$ cat src/design/tcd_pkg.sv
// Purpose: Shared constants and types of the transmit command word decoder.
// Assumes: One 32-bit word moves per link handshake.
// Notes: Command word A carries buffer layout, command word B packet controls.
package tcd_pkg;
	// Command word A fields
	localparam int CA_IOC = 31;
	localparam int CA_ALIGN_LO = 24;
	localparam int CA_OFF_LO = 16;
	localparam int CA_FS = 13;
	localparam int CA_LS = 12;
	// Command word B fields
	localparam int CB_TAG_LO = 16;
	localparam int CB_CKS = 14;
	localparam int CB_NOCRC = 13;
	localparam int CB_NOPAD = 12;
	// Reserved positions are forced to zero with these masks
	localparam logic [31:0] CA_KEEP_MASK = 32'h831F_37FF;
	localparam logic [31:0] CB_KEEP_MASK = 32'hFFFF_77FF;
	// End alignment codes and word masks
	localparam logic [1:0] ALIGN_4 = 2'h0;
	localparam logic [1:0] ALIGN_16 = 2'h1;
	localparam logic [1:0] ALIGN_32 = 2'h2;
	localparam logic [12:0] AMASK_4 = 13'h0000;
	localparam logic [12:0] AMASK_16 = 13'h0003;
	localparam logic [12:0] AMASK_32 = 13'h0007;
	// Host register map (byte addresses)
	localparam logic [3:0] REG_CMD_A = 4'h0;
	localparam logic [3:0] REG_CMD_B = 4'h4;
	localparam logic [3:0] REG_DATA = 4'h8;
	localparam logic [3:0] REG_STATUS = 4'hC;
	localparam int ST_PEND = 0;
	localparam int ST_ERR = 1;
	localparam int ST_LOADED = 2;
	localparam logic [1:0] RESP_OKAY = 2'h0;
	localparam logic [1:0] RESP_SLVERR = 2'h2;
	localparam logic [31:0] RESET_WORD = 32'h0000_0000;

	typedef enum logic [1:0] {TCD_CMD_A, TCD_CMD_B, TCD_DATA} tcd_phase_t;
endpackage : tcd_pkg

$ cat src/design/tcd_link_if.sv
// Purpose: Word link between the host end and the decoder end.
// Assumes: Single clock; word moves when valid and ready are both high.
// Notes: Error flag is a level, loaded and clear are one-cycle pulses.
interface tcd_link_if;
	logic word_valid;
	logic word_ready;
	logic [31:0] word_data;
	logic err_flag;
	logic loaded;
	logic err_clear;

	modport dev (
		input word_valid, word_data, err_clear,
		output word_ready, err_flag, loaded
	);
	modport host (
		output word_valid, word_data, err_clear,
		input word_ready, err_flag, loaded
	);
endinterface : tcd_link_if

$ cat src/design/tcd_device.sv
// Purpose: Decodes per-buffer command words and strips data to a byte stream.
// Assumes: Words arrive as command A, command B, then the buffer data words.
// Notes: One byte lane is examined per cycle; throughput is traded for size.
// Summary of operation
// - Bits 20:16 of A give start offset.
// - A bit 13 marks first segment.
// - A bit 12 marks last segment.
// - Host puts buffer byte count in A 10:0.
// - Offset plus size plus alignment gives padded word count.
// - Sum sizes; mismatch with length sets error.
// - Tag from B 31:16 goes to status.
// - Tag content is never interpreted.
// - Checksum needs B bit 14, first, enable.
// - B bit 13 suppresses CRC append.
// - B bit 12 suppresses short frame padding.
// - Padding disabled still forces CRC append.
// - Host puts packet length in B 10:0.
// - Lengths exclude offset and alignment padding.
// - Host writes zero to reserved bits.
// - Differing B words within packet set error.
// - A 25:24 selects 4, 16, 32 alignment.
// - A bit 31 pulses loaded after buffer.
// - Offset low bits pick lane, upper skip words.
//
// Decided for this implementation: the AXI4-Lite register port and the register offsets.
module tcd_device
	import tcd_pkg::*;
(
	input wire logic I_REF_CLK,
	input wire logic I_RESETN,
	tcd_link_if.dev LINK,
	input wire logic I_CHECKSUM_ENGINE_ENABLE,
	input wire logic I_MAC_READY,
	output logic O_MAC_VALID,
	output logic [7:0] O_MAC_DATA,
	output logic O_MAC_LAST,
	output logic O_PKT_CHECKSUM,
	output logic O_PKT_ADD_CRC,
	output logic O_PKT_PAD,
	output logic O_STATUS_VALID,
	output logic [15:0] O_STATUS_TAG,
	output logic O_TRANSMIT_ERROR_FLAG
);
	typedef struct packed {
		tcd_phase_t phase;
		logic [4:0] off;
		logic [10:0] size;
		logic fs;
		logic ls;
		logic ioc;
		logic [10:0] words_total;
		logic [10:0] wcnt;
		logic [31:0] cmdb;
		logic [11:0] sum;
		logic [31:0] word;
		logic hold;
		logic [1:0] lane;
		logic out_valid;
		logic [7:0] out_byte;
		logic out_last;
		logic cks;
		logic add_crc;
		logic pad;
		logic stat_valid;
		logic [15:0] stat_tag;
		logic loaded;
		logic err;
	} tcd_dev_state_t;

	tcd_dev_state_t q;
	tcd_dev_state_t d;

	logic [12:0] bpos;
	logic [12:0] range_end;
	logic in_range;
	logic slot_free;
	logic end_buf;
	logic err_set;
	logic [12:0] raw_words;
	logic [12:0] amask;
	logic [12:0] aligned;
	logic [4:0] a_off;
	logic [10:0] a_size;
	logic [31:0] shifted;

	////////////////////////////////////////////////////////////////////////////
	// Layout arithmetic for the command word being offered
	always_comb begin
		a_off = LINK.word_data[CA_OFF_LO +: 5];
		a_size = LINK.word_data[10:0];
		raw_words = ({8'h00, a_off} + {2'h0, a_size} + 13'h0003) >> 2;
		case (LINK.word_data[CA_ALIGN_LO +: 2])
			ALIGN_4: amask = AMASK_4;
			ALIGN_16: amask = AMASK_16;
			ALIGN_32: amask = AMASK_32;
			// Reserved code: treated as 4-byte so the stream never hangs
			default: amask = AMASK_4;
		endcase
		aligned = (raw_words + amask) & ~amask;
	end

	////////////////////////////////////////////////////////////////////////////
	// Byte position of the lane under examination
	always_comb begin
		bpos = {q.wcnt, q.lane};
		range_end = {8'h00, q.off} + {2'h0, q.size};
		in_range = (bpos >= {8'h00, q.off}) && (bpos < range_end);
		shifted = q.word >> {q.lane, 3'b000};
	end

	////////////////////////////////////////////////////////////////////////////
	always_comb begin
		d = q;
		d.loaded = 1'b0;
		d.stat_valid = 1'b0;
		end_buf = 1'b0;
		err_set = 1'b0;
		if (q.out_valid && I_MAC_READY) begin
			d.out_valid = 1'b0;
		end
		slot_free = !q.out_valid || I_MAC_READY;
		case (q.phase)
			TCD_CMD_A: begin
				if (LINK.word_valid) begin
					d.off = a_off;
					d.size = a_size;
					d.fs = LINK.word_data[CA_FS];
					d.ls = LINK.word_data[CA_LS];
					d.ioc = LINK.word_data[CA_IOC];
					d.words_total = aligned[10:0];
					d.phase = TCD_CMD_B;
				end
			end
			TCD_CMD_B: begin
				if (LINK.word_valid) begin
					d.cmdb = LINK.word_data;
					d.wcnt = 11'h000;
					if (q.fs) begin
						d.sum = {1'b0, q.size};
						d.cks = LINK.word_data[CB_CKS] && I_CHECKSUM_ENGINE_ENABLE;
						d.add_crc = !LINK.word_data[CB_NOCRC] || LINK.word_data[CB_NOPAD];
						d.pad = !LINK.word_data[CB_NOPAD];
					end else begin
						d.sum = q.sum + {1'b0, q.size};
						if (LINK.word_data != q.cmdb) begin
							err_set = 1'b1;
						end
					end
					if (q.words_total == 11'h000) begin
						end_buf = 1'b1;
					end else begin
						d.phase = TCD_DATA;
					end
				end
			end
			TCD_DATA: begin
				if (!q.hold) begin
					if (LINK.word_valid) begin
						d.word = LINK.word_data;
						d.hold = 1'b1;
						d.lane = 2'h0;
					end
				end else if (!in_range || slot_free) begin
					// Bytes outside the window are dropped without a MAC beat
					if (in_range) begin
						d.out_valid = 1'b1;
						d.out_byte = shifted[7:0];
						d.out_last = q.ls && (bpos == range_end - 13'h0001);
					end
					d.lane = q.lane + 2'h1;
					if (q.lane == 2'h3) begin
						d.hold = 1'b0;
						d.wcnt = q.wcnt + 11'h001;
						if (d.wcnt == q.words_total) begin
							end_buf = 1'b1;
						end
					end
				end
			end
			default: d.phase = TCD_CMD_A;
		endcase
		if (end_buf) begin
			d.phase = TCD_CMD_A;
			d.loaded = d.ioc;
			if (d.ls) begin
				if (d.sum != {1'b0, d.cmdb[10:0]}) begin
					err_set = 1'b1;
				end
				d.stat_valid = 1'b1;
				// Passed through untouched; duplicates are legal
				d.stat_tag = d.cmdb[CB_TAG_LO +: 16];
			end
		end
		// Set beats a clear arriving in the same cycle
		if (err_set) begin
			d.err = 1'b1;
		end else if (LINK.err_clear) begin
			d.err = 1'b0;
		end
	end

	////////////////////////////////////////////////////////////////////////////
	always_ff @(posedge I_REF_CLK or negedge I_RESETN) begin
		if (!I_RESETN) begin
			q <= '0;
		end else begin
			q <= d;
		end
	end

	////////////////////////////////////////////////////////////////////////////
	assign LINK.word_ready = (q.phase != TCD_DATA) || !q.hold;
	assign LINK.err_flag = q.err;
	assign LINK.loaded = q.loaded;
	assign O_MAC_VALID = q.out_valid;
	assign O_MAC_DATA = q.out_byte;
	assign O_MAC_LAST = q.out_last;
	assign O_PKT_CHECKSUM = q.cks;
	assign O_PKT_ADD_CRC = q.add_crc;
	assign O_PKT_PAD = q.pad;
	assign O_STATUS_VALID = q.stat_valid;
	assign O_STATUS_TAG = q.stat_tag;
	assign O_TRANSMIT_ERROR_FLAG = q.err;
endmodule : tcd_device

$ cat src/flat_wrapper.sv
// flat-port wrapper written by rule: the top's interface ports become plain ports
module tcd_device_flat import tcd_pkg::*;
  (I_REF_CLK, I_RESETN, I_CHECKSUM_ENGINE_ENABLE, I_MAC_READY, O_MAC_VALID, O_MAC_DATA, O_MAC_LAST, O_PKT_CHECKSUM, O_PKT_ADD_CRC, O_PKT_PAD, O_STATUS_VALID, O_STATUS_TAG, O_TRANSMIT_ERROR_FLAG, LINK_word_valid, LINK_word_data, LINK_err_clear, LINK_word_ready, LINK_err_flag, LINK_loaded);
  tcd_link_if LINK_i ();
  input wire logic I_REF_CLK;
  input wire logic I_RESETN;
  input wire logic I_CHECKSUM_ENGINE_ENABLE;
  input wire logic I_MAC_READY;
  output logic O_MAC_VALID;
  output logic [7:0] O_MAC_DATA;
  output logic O_MAC_LAST;
  output logic O_PKT_CHECKSUM;
  output logic O_PKT_ADD_CRC;
  output logic O_PKT_PAD;
  output logic O_STATUS_VALID;
  output logic [15:0] O_STATUS_TAG;
  output logic O_TRANSMIT_ERROR_FLAG;
  input wire logic [$bits(LINK_i.word_valid)-1:0] LINK_word_valid;
  input wire logic [$bits(LINK_i.word_data)-1:0] LINK_word_data;
  input wire logic [$bits(LINK_i.err_clear)-1:0] LINK_err_clear;
  output wire logic [$bits(LINK_i.word_ready)-1:0] LINK_word_ready;
  output wire logic [$bits(LINK_i.err_flag)-1:0] LINK_err_flag;
  output wire logic [$bits(LINK_i.loaded)-1:0] LINK_loaded;
  assign LINK_i.word_valid = LINK_word_valid;
  assign LINK_i.word_data = LINK_word_data;
  assign LINK_i.err_clear = LINK_err_clear;
  assign LINK_word_ready = LINK_i.word_ready;
  assign LINK_err_flag = LINK_i.err_flag;
  assign LINK_loaded = LINK_i.loaded;
  tcd_device u_core (.I_REF_CLK(I_REF_CLK), .I_RESETN(I_RESETN), .LINK(LINK_i), .I_CHECKSUM_ENGINE_ENABLE(I_CHECKSUM_ENGINE_ENABLE), .I_MAC_READY(I_MAC_READY), .O_MAC_VALID(O_MAC_VALID), .O_MAC_DATA(O_MAC_DATA), .O_MAC_LAST(O_MAC_LAST), .O_PKT_CHECKSUM(O_PKT_CHECKSUM), .O_PKT_ADD_CRC(O_PKT_ADD_CRC), .O_PKT_PAD(O_PKT_PAD), .O_STATUS_VALID(O_STATUS_VALID), .O_STATUS_TAG(O_STATUS_TAG), .O_TRANSMIT_ERROR_FLAG(O_TRANSMIT_ERROR_FLAG));
endmodule
$ cat config.mk
export PLATFORM = sky130hd
export DESIGN_NAME = tcd_device_flat
export DESIGN_NICKNAME = d
export VERILOG_FILES = /design/src/design/tcd_pkg.sv /design/src/design/tcd_link_if.sv /design/src/design/tcd_device.sv /design/src/flat_wrapper.sv
export SDC_FILE = /design/constraint.sdc
export NUM_CORES = 1
export LEC_CHECK = 0
export BUFFER_PORTS_ARGS = -buffer_cell sky130_fd_sc_hd__buf_2
export CORE_ASPECT_RATIO = 1.1
export CORE_UTILIZATION = 51
export CTS_CLUSTER_DIAMETER = 80
export CTS_CLUSTER_SIZE = 14
export DETAILED_ROUTE_END_ITERATION = 8
export HOLD_SLACK_MARGIN = 0.06
export MAX_ROUTING_LAYER = met4
export PLACE_DENSITY_LB_ADDON = 0.2
export SLEW_MARGIN = 20
export SYNTH_ARGS = -nofsm -noshare
export SYNTH_HDL_FRONTEND = slang
export SYNTH_SLANG_ARGS = --single-unit
$ cat constraint.sdc
create_clock -name I_REF_CLK -period 6.3 [get_ports I_REF_CLK]
set_input_delay 0.63 -clock I_REF_CLK [delete_from_list [all_inputs] [get_ports I_REF_CLK]]
set_output_delay 0.63 -clock I_REF_CLK [all_outputs]
set_load 0.05 [all_outputs]
==> flow_summary_export.csv <==
group,metric,value,unit
run_status,outcome,"finished clean",
die,die_x,135,um
place,port_buffers,71,
job,cap_violations,0,
die,rows,53,
synth,synth.top_cells.by_area,"dfrtp_1 (39%), mux2_2 (6.6%), nand2_1 (5.8%)",
cells_and_area,finalNetCount,1121,
setup_path,slowest_delay,740,ps
synth,post-synth-top-area-cell,"dfrtp_1",
detailed_routing,totalWireLength,24100,um
timing,fin_crit,4460,ps
clock_tree,holdBufCountCts,0,
die,start_util,52.1,%
global_route,grt_util_all_layers,26.2,%
detailed_routing,wl_per_cell,18.6,um
timing,slew_viol_final,0,
setup_path,path_common_cell,"ha_1",
clock_tree,htreeDepth,4,
setup_path,cp-start-kind,"flop",
power_and_ir_drop,leakage,5.06,nW
synth,synth_edf_count,0,
setup_path,crit_chain,"ha_1 > a211oi_2 > nor2_1 > o311ai_1 > inv_1 > ha_1 > o21ai_0 > a21oi_1 > nor3_1 > o41a_1 > o21ai_2 > o311a_4 > nor2_8 > mux2_2",
global_route,grt_max_degree,91,
setup_path,crit_required,6620,ps
synth,synthXorXnorAreaFrac,8.71,%
timing,whs,250,ps
synth,synthCells,1017,
synth,ys_types,83,
die,dieArea,0.0201,sq mm
timing,finalCritPeriodShare,70.9,%
detailed_routing,viasPerCell,5.80,
clock_tree,cts_resized,0,
power_and_ir_drop,peakVddDrop,0.246,mV
setup_path,end_kind,"flop",
clock_tree,cts_buffers,17,
clock_tree,clkSinkCount,154,
power_and_ir_drop,powerDensity,553,mW/mm^2
clock_tree,path_clk_slew,70,ps
detailed_routing,drt-pass1-iter-count,4,
synth,synth_fp_nets,1102,
setup_path,path_max_fanout,16,
synth,ys_top_cells_by_count,"nand2_1 (155), dfrtp_1 (154), xor2_1 (66), mux2_2 (58), o21ai_0 (48)",
die,pin_count,72,
timing,slew_headroom,30.1,%
cells_and_area,drive_gt1_share,19.7,%
synth,ys_seq_area_share,38.7,%
synth,synth.top_cell.area_share,38.7,%
clock_tree,cts_buffer_depth,2,
global_route,grt_pass1_vias,7324,
synth,synth-simple-area-share,16.8,%
cells_and_area,fill_cells,1709,
global_route,grt_antenna_before_repair,1,
worst_hold_path,hold_path.class,"input pin to async pin",
place,hpwl,17300,um
synth,synth_ff_type,"dfrtp_1",
synth,synth_adder_area_share,6.54,%
detailed_routing,first_iter_violations,389,
detailed_routing,ant_nets,0,
place,gp_congestion,0.845,
setup_path,worstPathArrival,4780,ps
synth,synthMuxAreaShare,11.4,%
setup_path,cpMaxStageDelayCell,"o311ai_1",
synth,yosysWarnings,0,
clock_tree,cts_tree,"built",
global_route,grt_pass1_wl,39200,um
die,die_h,148,um
timing,final-hold-violation-count,0,
detailed_routing,vias,7517,
timing,fmax,224,MHz
timing,grt_setup_unrepaired,"no",
global_route,grt_overflow_total,0,
synth,synth_top_family_by_area,"simple AND/OR/NAND/NOR gates",
synth,synth_compound_area_share,12.4,%
synth,avgSynthCellArea,9.78,sq um
cells_and_area,area.sequential,0.00385,sq mm
synth,ys_ff_latch,154,
setup_path,crit_type,"flop to flop",
timing,fin_skew,10.1,ps
timing,tns,0,ps
timing,setup_violations,0,
synth,ys_async_sr_fraction,100,%
timing,worst_slew_pin_slew,1050,ps
cells_and_area,area_growth,9.53,%
clock_tree,clock_latency,430,ps
cells_and_area,multi_input_area,0.00557,sq mm
synth,synth.most_common_cell,"nand2_1",
synth,syn_area,0.00995,sq mm
clock_tree,root_buffer,"clkbuf_16",
detailed_routing,drc,0,
die,coreArea,0.0191,sq mm
clock_tree,cts_setup_buffers,0,
[cells by family (layout without fill, tap and decap cells)]
logic type | after synthesis | count (layout)
AND/OR/NAND/NOR | 333 | 333
AO/OA/AOI/OAI | 179 | 179
flip-flops | 154 | 154
buffers and inverters | 110 | 142
XOR/XNOR | 99 | 99
multiplexers | 91 | 91
adder cells (fa/ha/maj) | 51 | 51
other | 0 | 1
[worst max-delay path: cells and delay by family, from the launching register on]
| family | cells | cell delay [ps] |
|---|---|---|
| muxes | 1 | 380 |
| AOI/OAI and AO/OA | 7 | 1970 |
| buffers and inverters | 1 | 180 |
| and+or+nand+nor | 3 | 650 |
| DFF | 1 | 470 |
| adders and majority gates | 2 | 690 |
[placed cells by master (no fill, tap or decap), types with 4 or more instances in the layout]
cell and n:
nor2b_1 6, a31oi_1 6, nand4_1 15, nor4_1 21, xnor2_1 33, nor2_1 32
o311ai_0 7, or2_2 5, a211oi_1 8, nand3_1 30, o211ai_1 16, dfrtp_1 154
or3_1 4, a21o_1 13, inv_1 34, nor3b_1 8, nor3_1 15, maj3_1 4
ha_1 44, xor2_1 66, and2_1 7, mux4_2 8, mux2i_1 15, buf_2 70
mux2_4 10, o21ai_0 48, o21a_1 7, a21oi_1 31, mux2_2 58, buf_4 5
inv_8 5, nand2_1 154, clkbuf_16 17, a211o_1 6, nand2b_1 6, and3_1 4
[layer usage]
| layer | routed length (um) | global-route usage [%] |
|---|---|---|
| met3 | 779 | 3.61 |
| met2 | 12000 | 42.3 |
| met5 | 0 | - |
| met1 | 10800 | 33.7 |
| met4 | 569 | 9.27 |
[layout make-up]
class / count / share of cell area, %
antenna: 1 / 0.0230
inverter: 34 / 1.17
tap: 247 / 2.84
clock inverter: 14 / 1.81
clock buffer: 18 / 4.03
multi-input combinational: 753 / 51.1
sequential: 154 / 35.4
timing repair buffer: 76 / 3.66
[power breakdown]
part	total (mW)	switching [mW]	internal, mW	leakage, nW
logic	3.04	1.73	1.32	2.82
clock network	1.10	0.483	0.620	0.305
registers	1.88	0.483	1.39	1.94
[flip-flops by register name, indices dropped and copies added (netlist names), 8 cells and up]
signal,count
u_core.q,109
u_core.O_STATUS_TAG,16
u_core.bpos,13
u_core.O_MAC_DATA,8
[path summary, 6_finish.rpt]
kind,start,slack (ps),cells past startpoint,end
worst max register to register,u_core.q[137],1840,14,u_core.O_STATUS_TAG[1]
worst max-delay path,u_core.q[137],1840,14,u_core.O_STATUS_TAG[1]
max in group asynchronous,I_RESETN,4690,2,u_core.O_STATUS_TAG[6]
worst min register to register,u_core.O_PKT_PAD,470,2,u_core.O_PKT_PAD
worst min-delay path,I_RESETN,250,1,u_core.q[143]
min in group I_REF_CLK,LINK_word_data[11],440,3,u_core.q[90]
[stage by stage]
| stage | std cells | instance area (sq um) | total power [mW] | worst slack, ps | utilization [%] |
|---|---|---|---|---|---|
| 5_1_grt | 1297 | 10900 | 6.49 | 1520 | 57.1 |
| 3_5_place_dp | 1264 | 10200 | 4.90 | 1680 | 53.7 |
| 6_report | 1297 | 10900 | 6.02 | 1840 | 57.1 |
| 3_3_place_gp | 1264 | 10200 | 4.82 | 1900 | 53.7 |
| 2_1_floorplan | 1017 | 9950 | 4.25 | 2330 | - |
| 4_1_cts | 1296 | 10900 | 6.02 | 1680 | 57.0 |
(Power assumes the default switching activity.)
